[src/verilog/usb_err_consts.svh]
// offsets, field positions, reset values and timing counts of the usb error/endpoint/vbus block
`ifndef USB_ERR_CONSTS_SVH
`define USB_ERR_CONSTS_SVH
`define ADDR_ERR_FLAGS 8'h00
`define ADDR_ERR_ENABLES 8'h01
`define ADDR_PWM_CTRL 8'h02
`define ADDR_MODE_CTRL 8'h03
`define ADDR_EP_BASE 8'h10
`define ERR_STUFF_BIT 7
`define ERR_OVERRUN_BIT 5
`define ERR_TURN_BIT 4
`define ERR_PARTIAL_BIT 3
`define ERR_DCRC_BIT 2
`define ERR_TCRC_BIT 1
`define ERR_PID_BIT 0
`define ERR_IMPL_MASK 16'h00BF
`define EP_LOWSPD_BIT 7
`define EP_RETRYOFF_BIT 6
`define EP_SETUPBLK_BIT 4
`define EP_RX_BIT 3
`define EP_TX_BIT 2
`define EP_STALL_BIT 1
`define EP_HSHK_BIT 0
`define EP0_IMPL_MASK 8'hDF
`define EPN_IMPL_MASK 8'h1F
`define PWM_EN_BIT 15
`define PWM_POL_BIT 9
`define PWM_CNT_BIT 8
`define PWM_IMPL_MASK 16'h8300
`define MODE_HOST_BIT 0
`define RESET_WORD 16'h0000
`define CLK_MHZ 50
`define TURN_LIMIT_NS 1500
`define TURN_CYCLES ((`TURN_LIMIT_NS * `CLK_MHZ) / 1000)
`define CRC16_INIT 16'hFFFF
`define CRC16_POLY 16'hA001
`define CRC16_GOOD 16'hB001
`define CRC5_INIT 5'h1F
`define CRC5_POLY 5'h14
`define CRC5_GOOD 5'h06
`endif

[src/verilog/usb_err_pkg.sv]
// types shared by the usb error/endpoint/vbus block
package usb_err_pkg;
  typedef enum logic [1:0] {
    RX_IDLE = 2'b00,
    RX_PID = 2'b01,
    RX_BODY = 2'b10
  } rx_state_type;
  typedef logic [15:0] reg_word_type;
endpackage : usb_err_pkg

[src/verilog/crc_feed_if.sv]
// byte stream into the crc checker and its running remainders
`timescale 1ns/1ps
interface crc_feed_if;
  logic clear;
  logic byte_valid;
  logic [7:0] data;
  logic [15:0] crc16;
  logic [4:0] crc5;
  modport engine (output clear, output byte_valid, output data, input crc16, input crc5);
  modport crc_side (input clear, input byte_valid, input data, output crc16, output crc5);
endinterface : crc_feed_if

[src/verilog/usb_crc_checker.sv]
// running crc16 and crc5 remainders over received bytes, lsb first
`timescale 1ns/1ps
`include "usb_err_consts.svh"
module usb_crc_checker
  import usb_err_pkg::*;
(
  input wire logic ref_clk,
  input wire logic sys_rst,
  crc_feed_if.crc_side feed
);
  logic [15:0] crc16_reg;
  logic [4:0] crc5_reg;
  logic [15:0] crc16_next;
  logic [4:0] crc5_next;

  always_comb begin
    crc16_next = crc16_reg;
    crc5_next = crc5_reg;
    for (int i = 0; i < 8; i++) begin
      if (crc16_next[0] ^ feed.data[i]) begin
        crc16_next = (crc16_next >> 1) ^ `CRC16_POLY;
      end else begin
        crc16_next = crc16_next >> 1;
      end
      if (crc5_next[0] ^ feed.data[i]) begin
        crc5_next = (crc5_next >> 1) ^ `CRC5_POLY;
      end else begin
        crc5_next = crc5_next >> 1;
      end
    end
  end

  always_ff @(posedge ref_clk or posedge sys_rst) begin
    if (sys_rst) begin
      crc16_reg <= `CRC16_INIT;
      crc5_reg <= `CRC5_INIT;
    end else if (feed.clear) begin
      crc16_reg <= `CRC16_INIT;
      crc5_reg <= `CRC5_INIT;
    end else if (feed.byte_valid) begin
      crc16_reg <= crc16_next;
      crc5_reg <= crc5_next;
    end
  end

  assign feed.crc16 = crc16_reg;
  assign feed.crc5 = crc5_reg;
endmodule : usb_crc_checker

[src/verilog/usb_error_endpoint_vbus_ctrl.sv]
// usb error flags, endpoint control registers and vbus pwm control bits
`timescale 1ns/1ps
`include "usb_err_consts.svh"
// Behaviour
// - bit stuff violation sets flag bit 7
// - excess bytes truncated, overrun flag bit 5
// - missing response within turnaround sets bit 4
// - non-integral byte data field sets bit 3
// - failed data crc16 sets bit 2
// - device mode: bad token crc5 rejected, bit 1
// - host mode: bit 1 reports end-of-frame error
// - failed packet id check sets bit 0
// - flags clear only by writing one
// - bits 15-8 and 6 read zero
// - enable bit 1 follows mode meaning
// - summary error when enabled flag set
// - endpoint 0 host: bit 6 stops nak retry
// - retry/low-speed bits only on endpoint 0
// - both directions on: bit 4 blocks setup
// - setup block ignored unless both directions
// - bit 3 receive, bit 2 transmit enable
// - bit 1 shows endpoint was stalled
// - pwm disabled holds polarity reset level
// - polarity bit 9 selects active level
// - bit 8 runs or halts pwm counter
module usb_error_endpoint_vbus_ctrl
  import usb_err_pkg::*;
#(
  parameter int NUM_EP = 16,
  parameter int BYTE_COUNT_W = 10
)(
  input wire logic ref_clk,
  input wire logic sys_rst,
  input wire logic [7:0] reg_addr,
  input wire logic [15:0] reg_wdata,
  input wire logic reg_wr,
  input wire logic reg_rd,
  output logic [15:0] reg_rdata,
  input wire logic rx_pkt_start,
  input wire logic rx_byte_valid,
  input wire logic [7:0] rx_byte,
  input wire logic rx_eop,
  input wire logic [2:0] rx_bit_rem,
  input wire logic stuff_violation,
  input wire logic frame_end_violation,
  input wire logic [BYTE_COUNT_W-1:0] bd_byte_count,
  input wire logic resp_wait_start,
  input wire logic resp_arrived,
  input wire logic [NUM_EP-1:0] ep_stall_event,
  input wire logic pwm_raw,
  output logic store_valid,
  output logic [7:0] store_data,
  output logic token_accept,
  output logic summary_error_irq_flag,
  output logic host_mode,
  output logic [NUM_EP-1:0] ep_receive_active,
  output logic [NUM_EP-1:0] ep_transmit_active,
  output logic [NUM_EP-1:0] ep_setup_allowed,
  output logic [NUM_EP-1:0] ep_handshake_active,
  output logic nak_retry_auto,
  output logic low_speed_direct,
  output logic vbus_pwm_out,
  output logic vbus_counter_run
);
  localparam int TURN_CYCLES = `TURN_CYCLES;

  if (NUM_EP < 1 || NUM_EP > 16) begin : g_bad_ep
    $error("NUM_EP must be 1 to 16");
  end
  if (BYTE_COUNT_W < 1 || BYTE_COUNT_W > 16) begin : g_bad_bc
    $error("BYTE_COUNT_W must be 1 to 16");
  end

  reg_word_type err_flags_reg;
  reg_word_type err_enables_reg;
  reg_word_type pwm_ctrl_reg;
  logic mode_reg;
  logic [7:0] ep_reg [NUM_EP];
  rx_state_type rx_state_reg;
  logic [7:0] pid_reg;
  logic [BYTE_COUNT_W:0] byte_cnt_reg;
  logic [15:0] turn_cnt_reg;
  logic turn_wait_reg;
  reg_word_type err_set;
  logic overrun_evt;
  logic turn_evt;
  logic is_token;
  logic is_data;
  logic eop_pid_ok;
  logic wr_flags;
  logic ep_hit;
  logic [7:0] ep_idx;

  crc_feed_if feed ();

  usb_crc_checker u_crc (
    .ref_clk(ref_clk),
    .sys_rst(sys_rst),
    .feed(feed)
  );

  ////////////////////////////////////////////////////////////////////////////
  // receive path: pid check, truncation, crc feed
  assign is_token = (pid_reg[1:0] == 2'b01);
  assign is_data = (pid_reg[1:0] == 2'b11);
  assign eop_pid_ok = (pid_reg[3:0] == ~pid_reg[7:4]);
  assign feed.clear = rx_pkt_start;
  assign feed.byte_valid = rx_byte_valid && (rx_state_reg == RX_BODY);
  assign feed.data = rx_byte;
  assign overrun_evt = feed.byte_valid && (byte_cnt_reg >= {1'b0, bd_byte_count});

  always_ff @(posedge ref_clk or posedge sys_rst) begin
    if (sys_rst) begin
      rx_state_reg <= RX_IDLE;
    end else begin
      case (rx_state_reg)
        RX_IDLE: if (rx_pkt_start) rx_state_reg <= RX_PID;
        RX_PID: begin
          if (rx_eop) begin
            rx_state_reg <= RX_IDLE;
          end else if (rx_byte_valid) begin
            rx_state_reg <= RX_BODY;
          end
        end
        RX_BODY: if (rx_eop) rx_state_reg <= RX_IDLE;
        default: rx_state_reg <= RX_IDLE;
      endcase
    end
  end

  always_ff @(posedge ref_clk or posedge sys_rst) begin
    if (sys_rst) begin
      pid_reg <= 8'h00;
    end else if (rx_state_reg == RX_PID && rx_byte_valid) begin
      pid_reg <= rx_byte;
    end
  end

  always_ff @(posedge ref_clk or posedge sys_rst) begin
    if (sys_rst) begin
      byte_cnt_reg <= '0;
      store_valid <= 1'b0;
      store_data <= 8'h00;
    end else begin
      store_valid <= feed.byte_valid && !overrun_evt;
      if (rx_pkt_start) begin
        byte_cnt_reg <= '0;
      end else if (feed.byte_valid && !overrun_evt) begin
        byte_cnt_reg <= byte_cnt_reg + 1'b1;
      end
      if (feed.byte_valid) begin
        store_data <= rx_byte;
      end
    end
  end

  ////////////////////////////////////////////////////////////////////////////
  // bus turnaround timer
  always_ff @(posedge ref_clk or posedge sys_rst) begin
    if (sys_rst) begin
      turn_wait_reg <= 1'b0;
      turn_cnt_reg <= 16'h0000;
    end else if (resp_wait_start) begin
      turn_wait_reg <= 1'b1;
      turn_cnt_reg <= 16'h0000;
    end else if (resp_arrived || turn_evt) begin
      turn_wait_reg <= 1'b0;
    end else if (turn_wait_reg) begin
      turn_cnt_reg <= turn_cnt_reg + 16'h0001;
    end
  end
  assign turn_evt = turn_wait_reg && !resp_arrived && (turn_cnt_reg == 16'(TURN_CYCLES - 1));

  ////////////////////////////////////////////////////////////////////////////
  // error events and flags
  always_comb begin
    err_set = `RESET_WORD;
    err_set[`ERR_STUFF_BIT] = stuff_violation;
    err_set[`ERR_OVERRUN_BIT] = overrun_evt;
    err_set[`ERR_TURN_BIT] = turn_evt;
    if (rx_eop && rx_state_reg == RX_BODY) begin
      err_set[`ERR_PARTIAL_BIT] = (rx_bit_rem != 3'b000);
      err_set[`ERR_DCRC_BIT] = is_data && (feed.crc16 != `CRC16_GOOD);
      err_set[`ERR_PID_BIT] = !eop_pid_ok;
      err_set[`ERR_TCRC_BIT] = !mode_reg && is_token && (feed.crc5 != `CRC5_GOOD);
    end
    if (mode_reg) begin
      err_set[`ERR_TCRC_BIT] = frame_end_violation;
    end
  end

  assign wr_flags = reg_wr && (reg_addr == `ADDR_ERR_FLAGS);

  always_ff @(posedge ref_clk or posedge sys_rst) begin
    if (sys_rst) begin
      err_flags_reg <= `RESET_WORD;
    end else begin
      err_flags_reg <= ((err_flags_reg & ~(wr_flags ? reg_wdata : `RESET_WORD)) | err_set) & `ERR_IMPL_MASK;
    end
  end

  always_ff @(posedge ref_clk or posedge sys_rst) begin
    if (sys_rst) begin
      token_accept <= 1'b0;
    end else begin
      token_accept <= rx_eop && rx_state_reg == RX_BODY && !mode_reg && is_token && eop_pid_ok
                      && (feed.crc5 == `CRC5_GOOD);
    end
  end

  ////////////////////////////////////////////////////////////////////////////
  // enables, mode, summary
  always_ff @(posedge ref_clk or posedge sys_rst) begin
    if (sys_rst) begin
      err_enables_reg <= `RESET_WORD;
      mode_reg <= 1'b0;
      pwm_ctrl_reg <= `RESET_WORD;
    end else if (reg_wr) begin
      if (reg_addr == `ADDR_ERR_ENABLES) err_enables_reg <= reg_wdata & `ERR_IMPL_MASK;
      if (reg_addr == `ADDR_MODE_CTRL) mode_reg <= reg_wdata[`MODE_HOST_BIT];
      if (reg_addr == `ADDR_PWM_CTRL) pwm_ctrl_reg <= reg_wdata & `PWM_IMPL_MASK;
    end
  end

  // bit 1 of both registers shares one meaning chosen by mode
  always_ff @(posedge ref_clk or posedge sys_rst) begin
    if (sys_rst) begin
      summary_error_irq_flag <= 1'b0;
    end else begin
      summary_error_irq_flag <= |(err_flags_reg & err_enables_reg);
    end
  end
  assign host_mode = mode_reg;

  ////////////////////////////////////////////////////////////////////////////
  // endpoint control registers
  assign ep_hit = (reg_addr >= `ADDR_EP_BASE) && (reg_addr < 8'(`ADDR_EP_BASE + NUM_EP));
  assign ep_idx = reg_addr - `ADDR_EP_BASE;

  for (genvar n = 0; n < NUM_EP; n++) begin : g_ep
    localparam logic [7:0] MASK = (n == 0) ? `EP0_IMPL_MASK : `EPN_IMPL_MASK;
    always_ff @(posedge ref_clk or posedge sys_rst) begin
      if (sys_rst) begin
        ep_reg[n] <= 8'h00;
      end else begin
        if (reg_wr && ep_hit && ep_idx == 8'(n)) begin
          ep_reg[n] <= reg_wdata[7:0] & MASK;
        end
        if (ep_stall_event[n]) begin
          ep_reg[n][`EP_STALL_BIT] <= 1'b1;
        end
      end
    end
    assign ep_receive_active[n] = ep_reg[n][`EP_RX_BIT];
    assign ep_transmit_active[n] = ep_reg[n][`EP_TX_BIT];
    assign ep_setup_allowed[n] = ep_reg[n][`EP_RX_BIT] && ep_reg[n][`EP_TX_BIT]
                                 && !ep_reg[n][`EP_SETUPBLK_BIT];
    assign ep_handshake_active[n] = ep_reg[n][`EP_HSHK_BIT];
  end

  assign nak_retry_auto = mode_reg && !ep_reg[0][`EP_RETRYOFF_BIT];
  assign low_speed_direct = mode_reg && ep_reg[0][`EP_LOWSPD_BIT];

  ////////////////////////////////////////////////////////////////////////////
  // vbus pwm output stage
  always_ff @(posedge ref_clk or posedge sys_rst) begin
    if (sys_rst) begin
      vbus_pwm_out <= 1'b0;
    end else if (!pwm_ctrl_reg[`PWM_EN_BIT]) begin
      vbus_pwm_out <= pwm_ctrl_reg[`PWM_POL_BIT];
    end else begin
      vbus_pwm_out <= pwm_raw ^ pwm_ctrl_reg[`PWM_POL_BIT];
    end
  end
  assign vbus_counter_run = pwm_ctrl_reg[`PWM_CNT_BIT];

  ////////////////////////////////////////////////////////////////////////////
  // register read port, data one cycle after the strobe
  always_ff @(posedge ref_clk or posedge sys_rst) begin
    if (sys_rst) begin
      reg_rdata <= 16'h0000;
    end else if (reg_rd) begin
      if (reg_addr == `ADDR_ERR_FLAGS) begin
        reg_rdata <= err_flags_reg;
      end else if (reg_addr == `ADDR_ERR_ENABLES) begin
        reg_rdata <= err_enables_reg;
      end else if (reg_addr == `ADDR_PWM_CTRL) begin
        reg_rdata <= pwm_ctrl_reg;
      end else if (reg_addr == `ADDR_MODE_CTRL) begin
        reg_rdata <= {15'h0000, mode_reg};
      end else if (ep_hit) begin
        reg_rdata <= {8'h00, ep_reg[ep_idx[3:0]]};
      end else begin
        reg_rdata <= 16'h0000;
      end
    end else begin
      reg_rdata <= 16'h0000;
    end
  end
endmodule : usb_error_endpoint_vbus_ctrl

[config.mk]
export PLATFORM = sky130hd
export DESIGN_NAME = usb_error_endpoint_vbus_ctrl
export DESIGN_NICKNAME = d
export VERILOG_FILES = /design/src/verilog/usb_err_pkg.sv /design/src/verilog/crc_feed_if.sv /design/src/verilog/usb_crc_checker.sv /design/src/verilog/usb_error_endpoint_vbus_ctrl.sv
export VERILOG_INCLUDE_DIRS = /design/src /design/src/verilog
export SDC_FILE = /design/constraint.sdc
export NUM_CORES = 1
export LEC_CHECK = 0
export BUFFER_PORTS_ARGS = -buffer_cell sky130_fd_sc_hd__buf_4
export CAP_MARGIN = 20
export CORE_MARGIN = 2
export CORE_UTILIZATION = 51
export CTS_CLUSTER_SIZE = 8
export DETAILED_ROUTE_END_ITERATION = 12
export GPL_ROUTABILITY_DRIVEN = 0
export HOLD_SLACK_MARGIN = 0.08
export PLACE_DENSITY = 0.83
export SYNTH_ARGS = -nofsm -noshare
export SYNTH_HDL_FRONTEND = slang
export SYNTH_HIERARCHICAL = 1
export SYNTH_SLANG_ARGS = --single-unit
[constraint.sdc]
create_clock -name ref_clk -period 4.3 [get_ports ref_clk]
set_input_delay 0.215 -clock ref_clk [delete_from_list [all_inputs] [get_ports ref_clk]]
set_output_delay 0.215 -clock ref_clk [all_outputs]
set_load 0.02 [all_outputs]
==> results of run 1 <==
## cell usage after synthesis, types with 11 or more instances
library cell / n / area share
clkbuf_1: 19 / 0.0075
a21oi_1: 13 / 0.0068
nand3_1: 24 / 0.013
o21ai_0: 19 / 0.010
mux4_2: 20 / 0.047
ha_1: 13 / 0.017
nor3_1: 11 / 0.0058
xnor2_1: 33 / 0.030
nor2b_1: 13 / 0.0085
dfstp_2: 21 / 0.058
dfrtp_1: 161 / 0.42
nor2_1: 68 / 0.027
xor2_1: 17 / 0.016
mux2i_1: 13 / 0.014
mux2_2: 91 / 0.11
inv_1: 20 / 0.0079
nand2_1: 93 / 0.037
nand4_1: 14 / 0.0092
buf_4: 53 / 0.042
a211o_1: 19 / 0.017
## layer usage
layer / wire length (um) / track usage / share of wire / up-vias
met5: 0 / 0 / 0 / -
met4: 663 / 0.0916 / 0.028 / 0
met3: 1480 / 0.0408 / 0.062 / 61
met2: 11300 / 0.390 / 0.48 / 287
met1: 10200 / 0.333 / 0.43 / 3557
li1: - / - / - / 3228
## power groups by stage
stage / Clock [mW] / Combinational [mW] / Sequential [mW]
global placement: 0 / 0.605 / 1.96
finish: 1.52 / 0.647 / 1.94
detailed placement: 0 / 0.619 / 1.96
floorplan: 0 / 0.384 / 1.98
global route: 1.61 / 0.699 / 1.95
CTS: 1.53 / 0.649 / 1.94
## critical path: cells and delay by family (launching register included)
kind / cells / cell delay [ns]
mux: 1 / 0.33
flops: 1 / 0.43
simple gates: 2 / 0.33
fa+ha+maj: 1 / 0.32
compound gates: 2 / 0.88
## worst paths after layout
kind	slack [ns]	cells past startpoint	from	to
min in group ref_clk	0.11	3	rx_byte[5]	store_data[5]$_DFFE_PP0P_
max in group asynchronous	3.62	3	sys_rst	store_data[0]$_DFFE_PP0P_
setup reg to reg	1.90	6	byte_cnt_reg[4]$_DFFE_PP0P_	byte_cnt_reg[0]$_DFFE_PP0P_
hold / removal	0.02	3	sys_rst	token_accept$_DFF_PP0_
setup / recovery	1.90	6	byte_cnt_reg[4]$_DFFE_PP0P_	byte_cnt_reg[0]$_DFFE_PP0P_
hold reg to reg	0.48	1	rx_state_reg[1]$_DFFE_PP0P_	rx_state_reg[0]$_DFFE_PP0P_
## repair_timing
| item | CTS | global route |
|---|---|---|
| setup endpoints to repair | 0 | 0 |
| hold endpoints to repair | 38 | 0 |
| hold buffers | 35 | 0 |
## per-stage QoR
stage | power (mW) | utilization | hold slack [ns] | worst slack, ns
CTS | 4.12 | 0.630 | 0.0827 | 1.92
detailed placement | 2.58 | 0.580 | 0.402 | 1.95
global placement | 2.57 | 0.580 | 0.394 | 1.98
floorplan | 2.37 | - | 0.278 | 2.04
finish | 4.10 | 0.630 | 0.0159 | 1.90
global route | 4.26 | 0.630 | 0.0826 | 1.69
## layout by cell type, fill, tap and decap left out, types with 20 or more instances in the layout
cell type and n:
dlygate4sd3_1 35, mux2_2 91, buf_4 160, dfstp_2 21, xnor2_1 33, dfrtp_1 161
nand2_1 93, mux4_2 20, nor2_1 68, nand3_1 24
## kinds of logic (layout without fill, tap and decap cells)
| logic type | count (synthesis) | after routing | share of synthesized area |
|---|---|---|---|
| simple gates | 279 | 279 | 0.147 |
| flops | 182 | 182 | 0.481 |
| fa+ha+maj | 13 | 13 | 0.0171 |
| compound gates | 88 | 88 | 0.0658 |
| mux | 124 | 124 | 0.169 |
| buf+inv | 107 | 248 | 0.0641 |
| other cells | 1 | 5 | 0.000394 |
| xor+xnor | 55 | 55 | 0.0566 |
## layout make-up
type	instances	area [um2]	share of cell area
Timing Repair Buffer	196	1570	0.137
Inverter	22	86.3	0.00755
Clock inverter	8	98.8	0.00864
Multi-Input combinational cell	564	4350	0.380
Tap cell	229	287	0.0251
Clock buffer	22	464	0.0406
Sequential cell	182	4580	0.401
==> flow_summary.yaml, run 1 <==
place:
  io_buffers: 158
  dp.cells: 1158
  dpl_cell_area_mm2: 0.0105
  dp_hpwl_um: 16300
timing:
  fin_crit_sh: 0.558
  rsz0062_at_grt: "no"
  worst_pin_slew_ns: 0.976
  fin_skew_ns: 0.00877
  setup_viol: 0
  hold_viol: 0
  slew_viol_final: 0
  min_period_ns: 2.40
  fmax_mhz: 417
  slew_headroom: 0.349
  fin_setup_tns_ns: 0
global_route:
  grt_pass1_vias: 7108
  grt-ovfl-total: 0
  grt_use_total: 0.242
  grt_start_max_net_pins: 162
  grt_pass1_wl_um: 37600
  antenna_found_initial: 0
layout:
  largest_register_ffs: 34
  stdcell_count: 1223
  diodes: 0
  finish.instance_area_mm2: 0.0114
  fill_cells: 1384
  syn_to_final_growth_pct: 20.1
  nets: 1069
  drive_gt1_frac: 0.335
synthesis:
  synth.ff_latch_count: 182
  ys_types: 66
  synth_seq_area_share: 0.481
  synth_edf_count: 0
  ys.flop_type: "dfrtp_1"
  synth_area_mm2: 0.00953
  netlist_instances: 849
  synth_warnings: 6
  avgSynthCellArea_um2: 11.2
  async_flop_share: 1.00
pwr:
  clkPwrFrac: 0.370
  ir_drop_v: 0.000283
  p_sw_frac: 0.261
  netSwitchingPower_mw: 1.07
  leakage_nw: 5.31
  cell_internal_pwr_mw: 3.03
  p_per_area_mw_per_mm2: 359
  seqPwrFrac: 0.472
  pwr-share-comb: 0.158
detailed_routing:
  wl_per_cell_um: 19.4
  vias_per_cell: 5.83
  first_iter_violations: 694
  drtAntennaViolNets: 0
  drcViolationCount: 0
  drtPass1Iterations: 5
  via_count: 7133
  wl_um: 23700
clock_network:
  postCtsSetupBuffers: 0
  clk_pin_slew_ns: 0.06
  htree_levels: 4
  clock_sinks: 182
  clk_path_buf_depth: 2
  cts-resized-gates: 0
  ctsRootBufferMaster: "clkbuf_16"
  cts_tree: "done"
  worst_skew_pair.late_latency_ns: 0.42
  tritoncts.num_buffers: 17
setup_path:
  arrival_ns: 2.71
  path_cells: "ha_1, a21o_1, nand3_1, a21oi_1, nor3_1, mux2_2"
  crit_type: "reg2reg"
  cp_max_fo: 15
  crit_required_ns: 4.61
  cp-start-kind: "flop"
  cp-end-kind: "flop"
  crit_slowest_cell: "a21oi_1"
  max_stage_delay_ns: 0.76
die:
  fp.dieArea_mm2: 0.0198
  die_y_um: 141
  initial_core_util: 0.525
  num_io_pins: 169
  fp-row-count: 49
  die_w_um: 141
  core_mm2: 0.0181
min_path:
  min_path_type: "in2async"
job:
  max-cap-violations: 0
status:
  status: "finished, final reports clean"
No activity file was read; power rests on OpenSTA's default activity.
==> run 2: changes to the inputs <==
--- a/config.mk
+++ b/config.mk
@@ -9,12 +9,12 @@
 export BUFFER_PORTS_ARGS = -buffer_cell sky130_fd_sc_hd__buf_4
 export CAP_MARGIN = 20
 export CORE_MARGIN = 2
-export CORE_UTILIZATION = 51
+export CORE_UTILIZATION = 57
 export CTS_CLUSTER_SIZE = 8
 export DETAILED_ROUTE_END_ITERATION = 12
 export GPL_ROUTABILITY_DRIVEN = 0
 export HOLD_SLACK_MARGIN = 0.08
-export PLACE_DENSITY = 0.83
+export PLACE_DENSITY = 0.87
 export SYNTH_ARGS = -nofsm -noshare
 export SYNTH_HDL_FRONTEND = slang
 export SYNTH_HIERARCHICAL = 1
==> constraint.sdc (replaced) <==
create_clock -name ref_clk -period 2.3 [get_ports ref_clk]
set_input_delay 0.115 -clock ref_clk [delete_from_list [all_inputs] [get_ports ref_clk]]
set_output_delay 0.115 -clock ref_clk [all_outputs]
set_load 0.02 [all_outputs]
==> run 2 against run 1 <==
First-iteration DRC count rose by 19%. Clock skew fell by 0.0029 ns. Final area rose by 3.2%. Setup slack got worse by 1.8 ns. Combinational power rose by 96%. Clock power rose by 100%. Global-route usage rose by 4.7 points. Critical path depth rose by 1. Sequential power rose by 87%. Sequential share of layout area fell by 1.2 points. Cell count rose by 1.8%. Clock-buffer cell count fell by 4. Critical endpoint is now ep_reg[89]$_DFFE_PP0P_. Largest power group unchanged.
==> flow_summary.yaml, run 2 (same netlist as run 1, synthesis figures left out) <==
clock_network:
  ctsRootBufferMaster: "clkbuf_16"
  cts_tree: "done"
  clock_sinks: 182
  htree_levels: 4
  clk_pin_slew_ns: 0.07
  clk_path_buf_depth: 2
  tritoncts.num_buffers: 17
  worst_skew_pair.late_latency_ns: 0.43
setup_path:
  crit_slowest_cell: "dlygate4sd3_1"
  cp-start-kind: "input port"
  crit_required_ns: 2.62
  crit_type: "in2reg"
  max_stage_delay_ns: 0.55
  cp-end-kind: "flop"
  arrival_ns: 2.49
  rrSetupSlack_ns: 0.14
  path_cells: "buf_4, nor4b_4, nand4b_1, nor3_2, nor2b_1, a211o_1, dlygate4sd3_1"
  cp_max_fo: 6
global_route:
  antenna_found_initial: 0
  grt_pass1_vias: 7572
  grt_start_max_net_pins: 44
  grt_pass1_wl_um: 40000
  grt_use_total: 0.289
  grt-ovfl-total: 0
layout:
  diodes: 0
  syn_to_final_growth_pct: 23.9
  drive_gt1_frac: 0.351
  nets: 1099
  largest_register_ffs: 34
  final_cell_mix: "buf_4 (175), dfrtp_1 (161), nand2_1 (93)"
  finish.instance_area_mm2: 0.0118
  final_common_cell: "buf_4"
timing:
  slew_headroom: 0.428
  fin_hold_ws_ns: 0.0983
  rsz0062_at_grt: "no"
  fin_skew_ns: 0.00591
  min_period_ns: 2.17
  setup_viol: 0
  hold_viol: 0
  fin_setup_tns_ns: 0
  slew_viol_final: 0
  worst_pin_slew_ns: 0.857
  fin_crit_sh: 0.943
  fmax_mhz: 461
die:
  initial_core_util: 0.578
  fp.dieArea_mm2: 0.0178
  fp-row-count: 47
  die_w_um: 133
  core_mm2: 0.0165
  num_io_pins: 169
  die_y_um: 133
place:
  dpl_cell_area_mm2: 0.0107
  dp_hpwl_um: 16500
  io_buffers: 158
detailed_routing:
  first_iter_violations: 829
  drcViolationCount: 0
  wl_um: 25100
  via_count: 7596
  wl_per_cell_um: 20.2
  drtAntennaViolNets: 0
  vias_per_cell: 6.10
  drtPass1Iterations: 7
job:
  max-cap-violations: 0
pwr:
  pwr-share-comb: 0.159
  clkPwrFrac: 0.386
  netSwitchingPower_mw: 2.09
  ir_drop_v: 0.000589
  seqPwrFrac: 0.455
  finalPower_mw: 7.98
  p_per_area_mw_per_mm2: 677
  leakage_nw: 5.47
  cell_internal_pwr_mw: 5.89
  p_sw_frac: 0.262
status:
  status: "finished, final reports clean"
min_path:
  min_path_type: "in2reg"
[run 2: final cells by class]
type	instances	area [um2]
fill	1100	4670
sequential	182	4580
multi-input combinational	564	4380
timing repair buffer	226	1850
clock buffer	18	439
tap	220	275
clock inverter	13	180
inverter	22	86.3
[run 2: path summary, 6_finish.rpt]
kind	endpoint	cells past startpoint	start
min reg2reg	store_data[0]$_DFFE_PP0P_	2	store_data[0]$_DFFE_PP0P_
min	err_flags_reg[0]$_DFF_PP0_	3	reg_wdata[0]
min in group asynchronous	token_accept$_DFF_PP0_	3	sys_rst
max	ep_reg[89]$_DFFE_PP0P_	7	reg_addr[5]
max reg2reg	byte_cnt_reg[2]$_DFFE_PP0P_	7	byte_cnt_reg[2]$_DFFE_PP0P_
max in group asynchronous	ep_receive_active[8]$_DFFE_PP0P_	4	sys_rst
[run 2: through the flow]
step | cells | worst slack [ns] | utilization
after floorplan | 853 | 0.142 | -
after global placement | 1165 | 0.139 | 0.647
after detailed placement | 1165 | 0.0945 | 0.647
after CTS | 1244 | 0.0859 | 0.714
after global routing | 1245 | 0.00731 | 0.717
final | 1245 | 0.131 | 0.717
[run 2: what timing repair did]
| item | 4_1_cts | 5_1_grt |
|---|---|---|
| buffers inserted | 0 | 1 |
| gates resized for setup | 0 | 7 |
| hold endpoints to repair | 110 | 0 |
| hold buffers | 48 | 0 |
| setup endpoints to repair | 0 | 10 |
[run 2: critical path: cells and delay by family]
family	cells	cell delay, ns
compound gates	1	0.28
buf+inv	2	0.68
simple gates	4	1.40
[run 2: routing by layer]
metal  track usage  vias to the layer above  share of wire
li1              -                     3287              -
met1         0.389                     3772           0.41
met3        0.0616                      117          0.080
met4         0.139                        0          0.045
met2         0.451                      420           0.47
met5             0                        -              0
[run 2: power by group through the flow]
| stage | sequential [mW] | combinational [mW] | clock (mW) |
|---|---|---|---|
| 3_3_place_gp | 3.67 | 1.15 | 0 |
| 2_1_floorplan | 3.71 | 0.719 | 0 |
| 5_1_grt | 3.66 | 1.36 | 3.23 |
| 6_report | 3.63 | 1.27 | 3.08 |
| 3_5_place_dp | 3.68 | 1.18 | 0 |
| 4_1_cts | 3.62 | 1.26 | 3.10 |
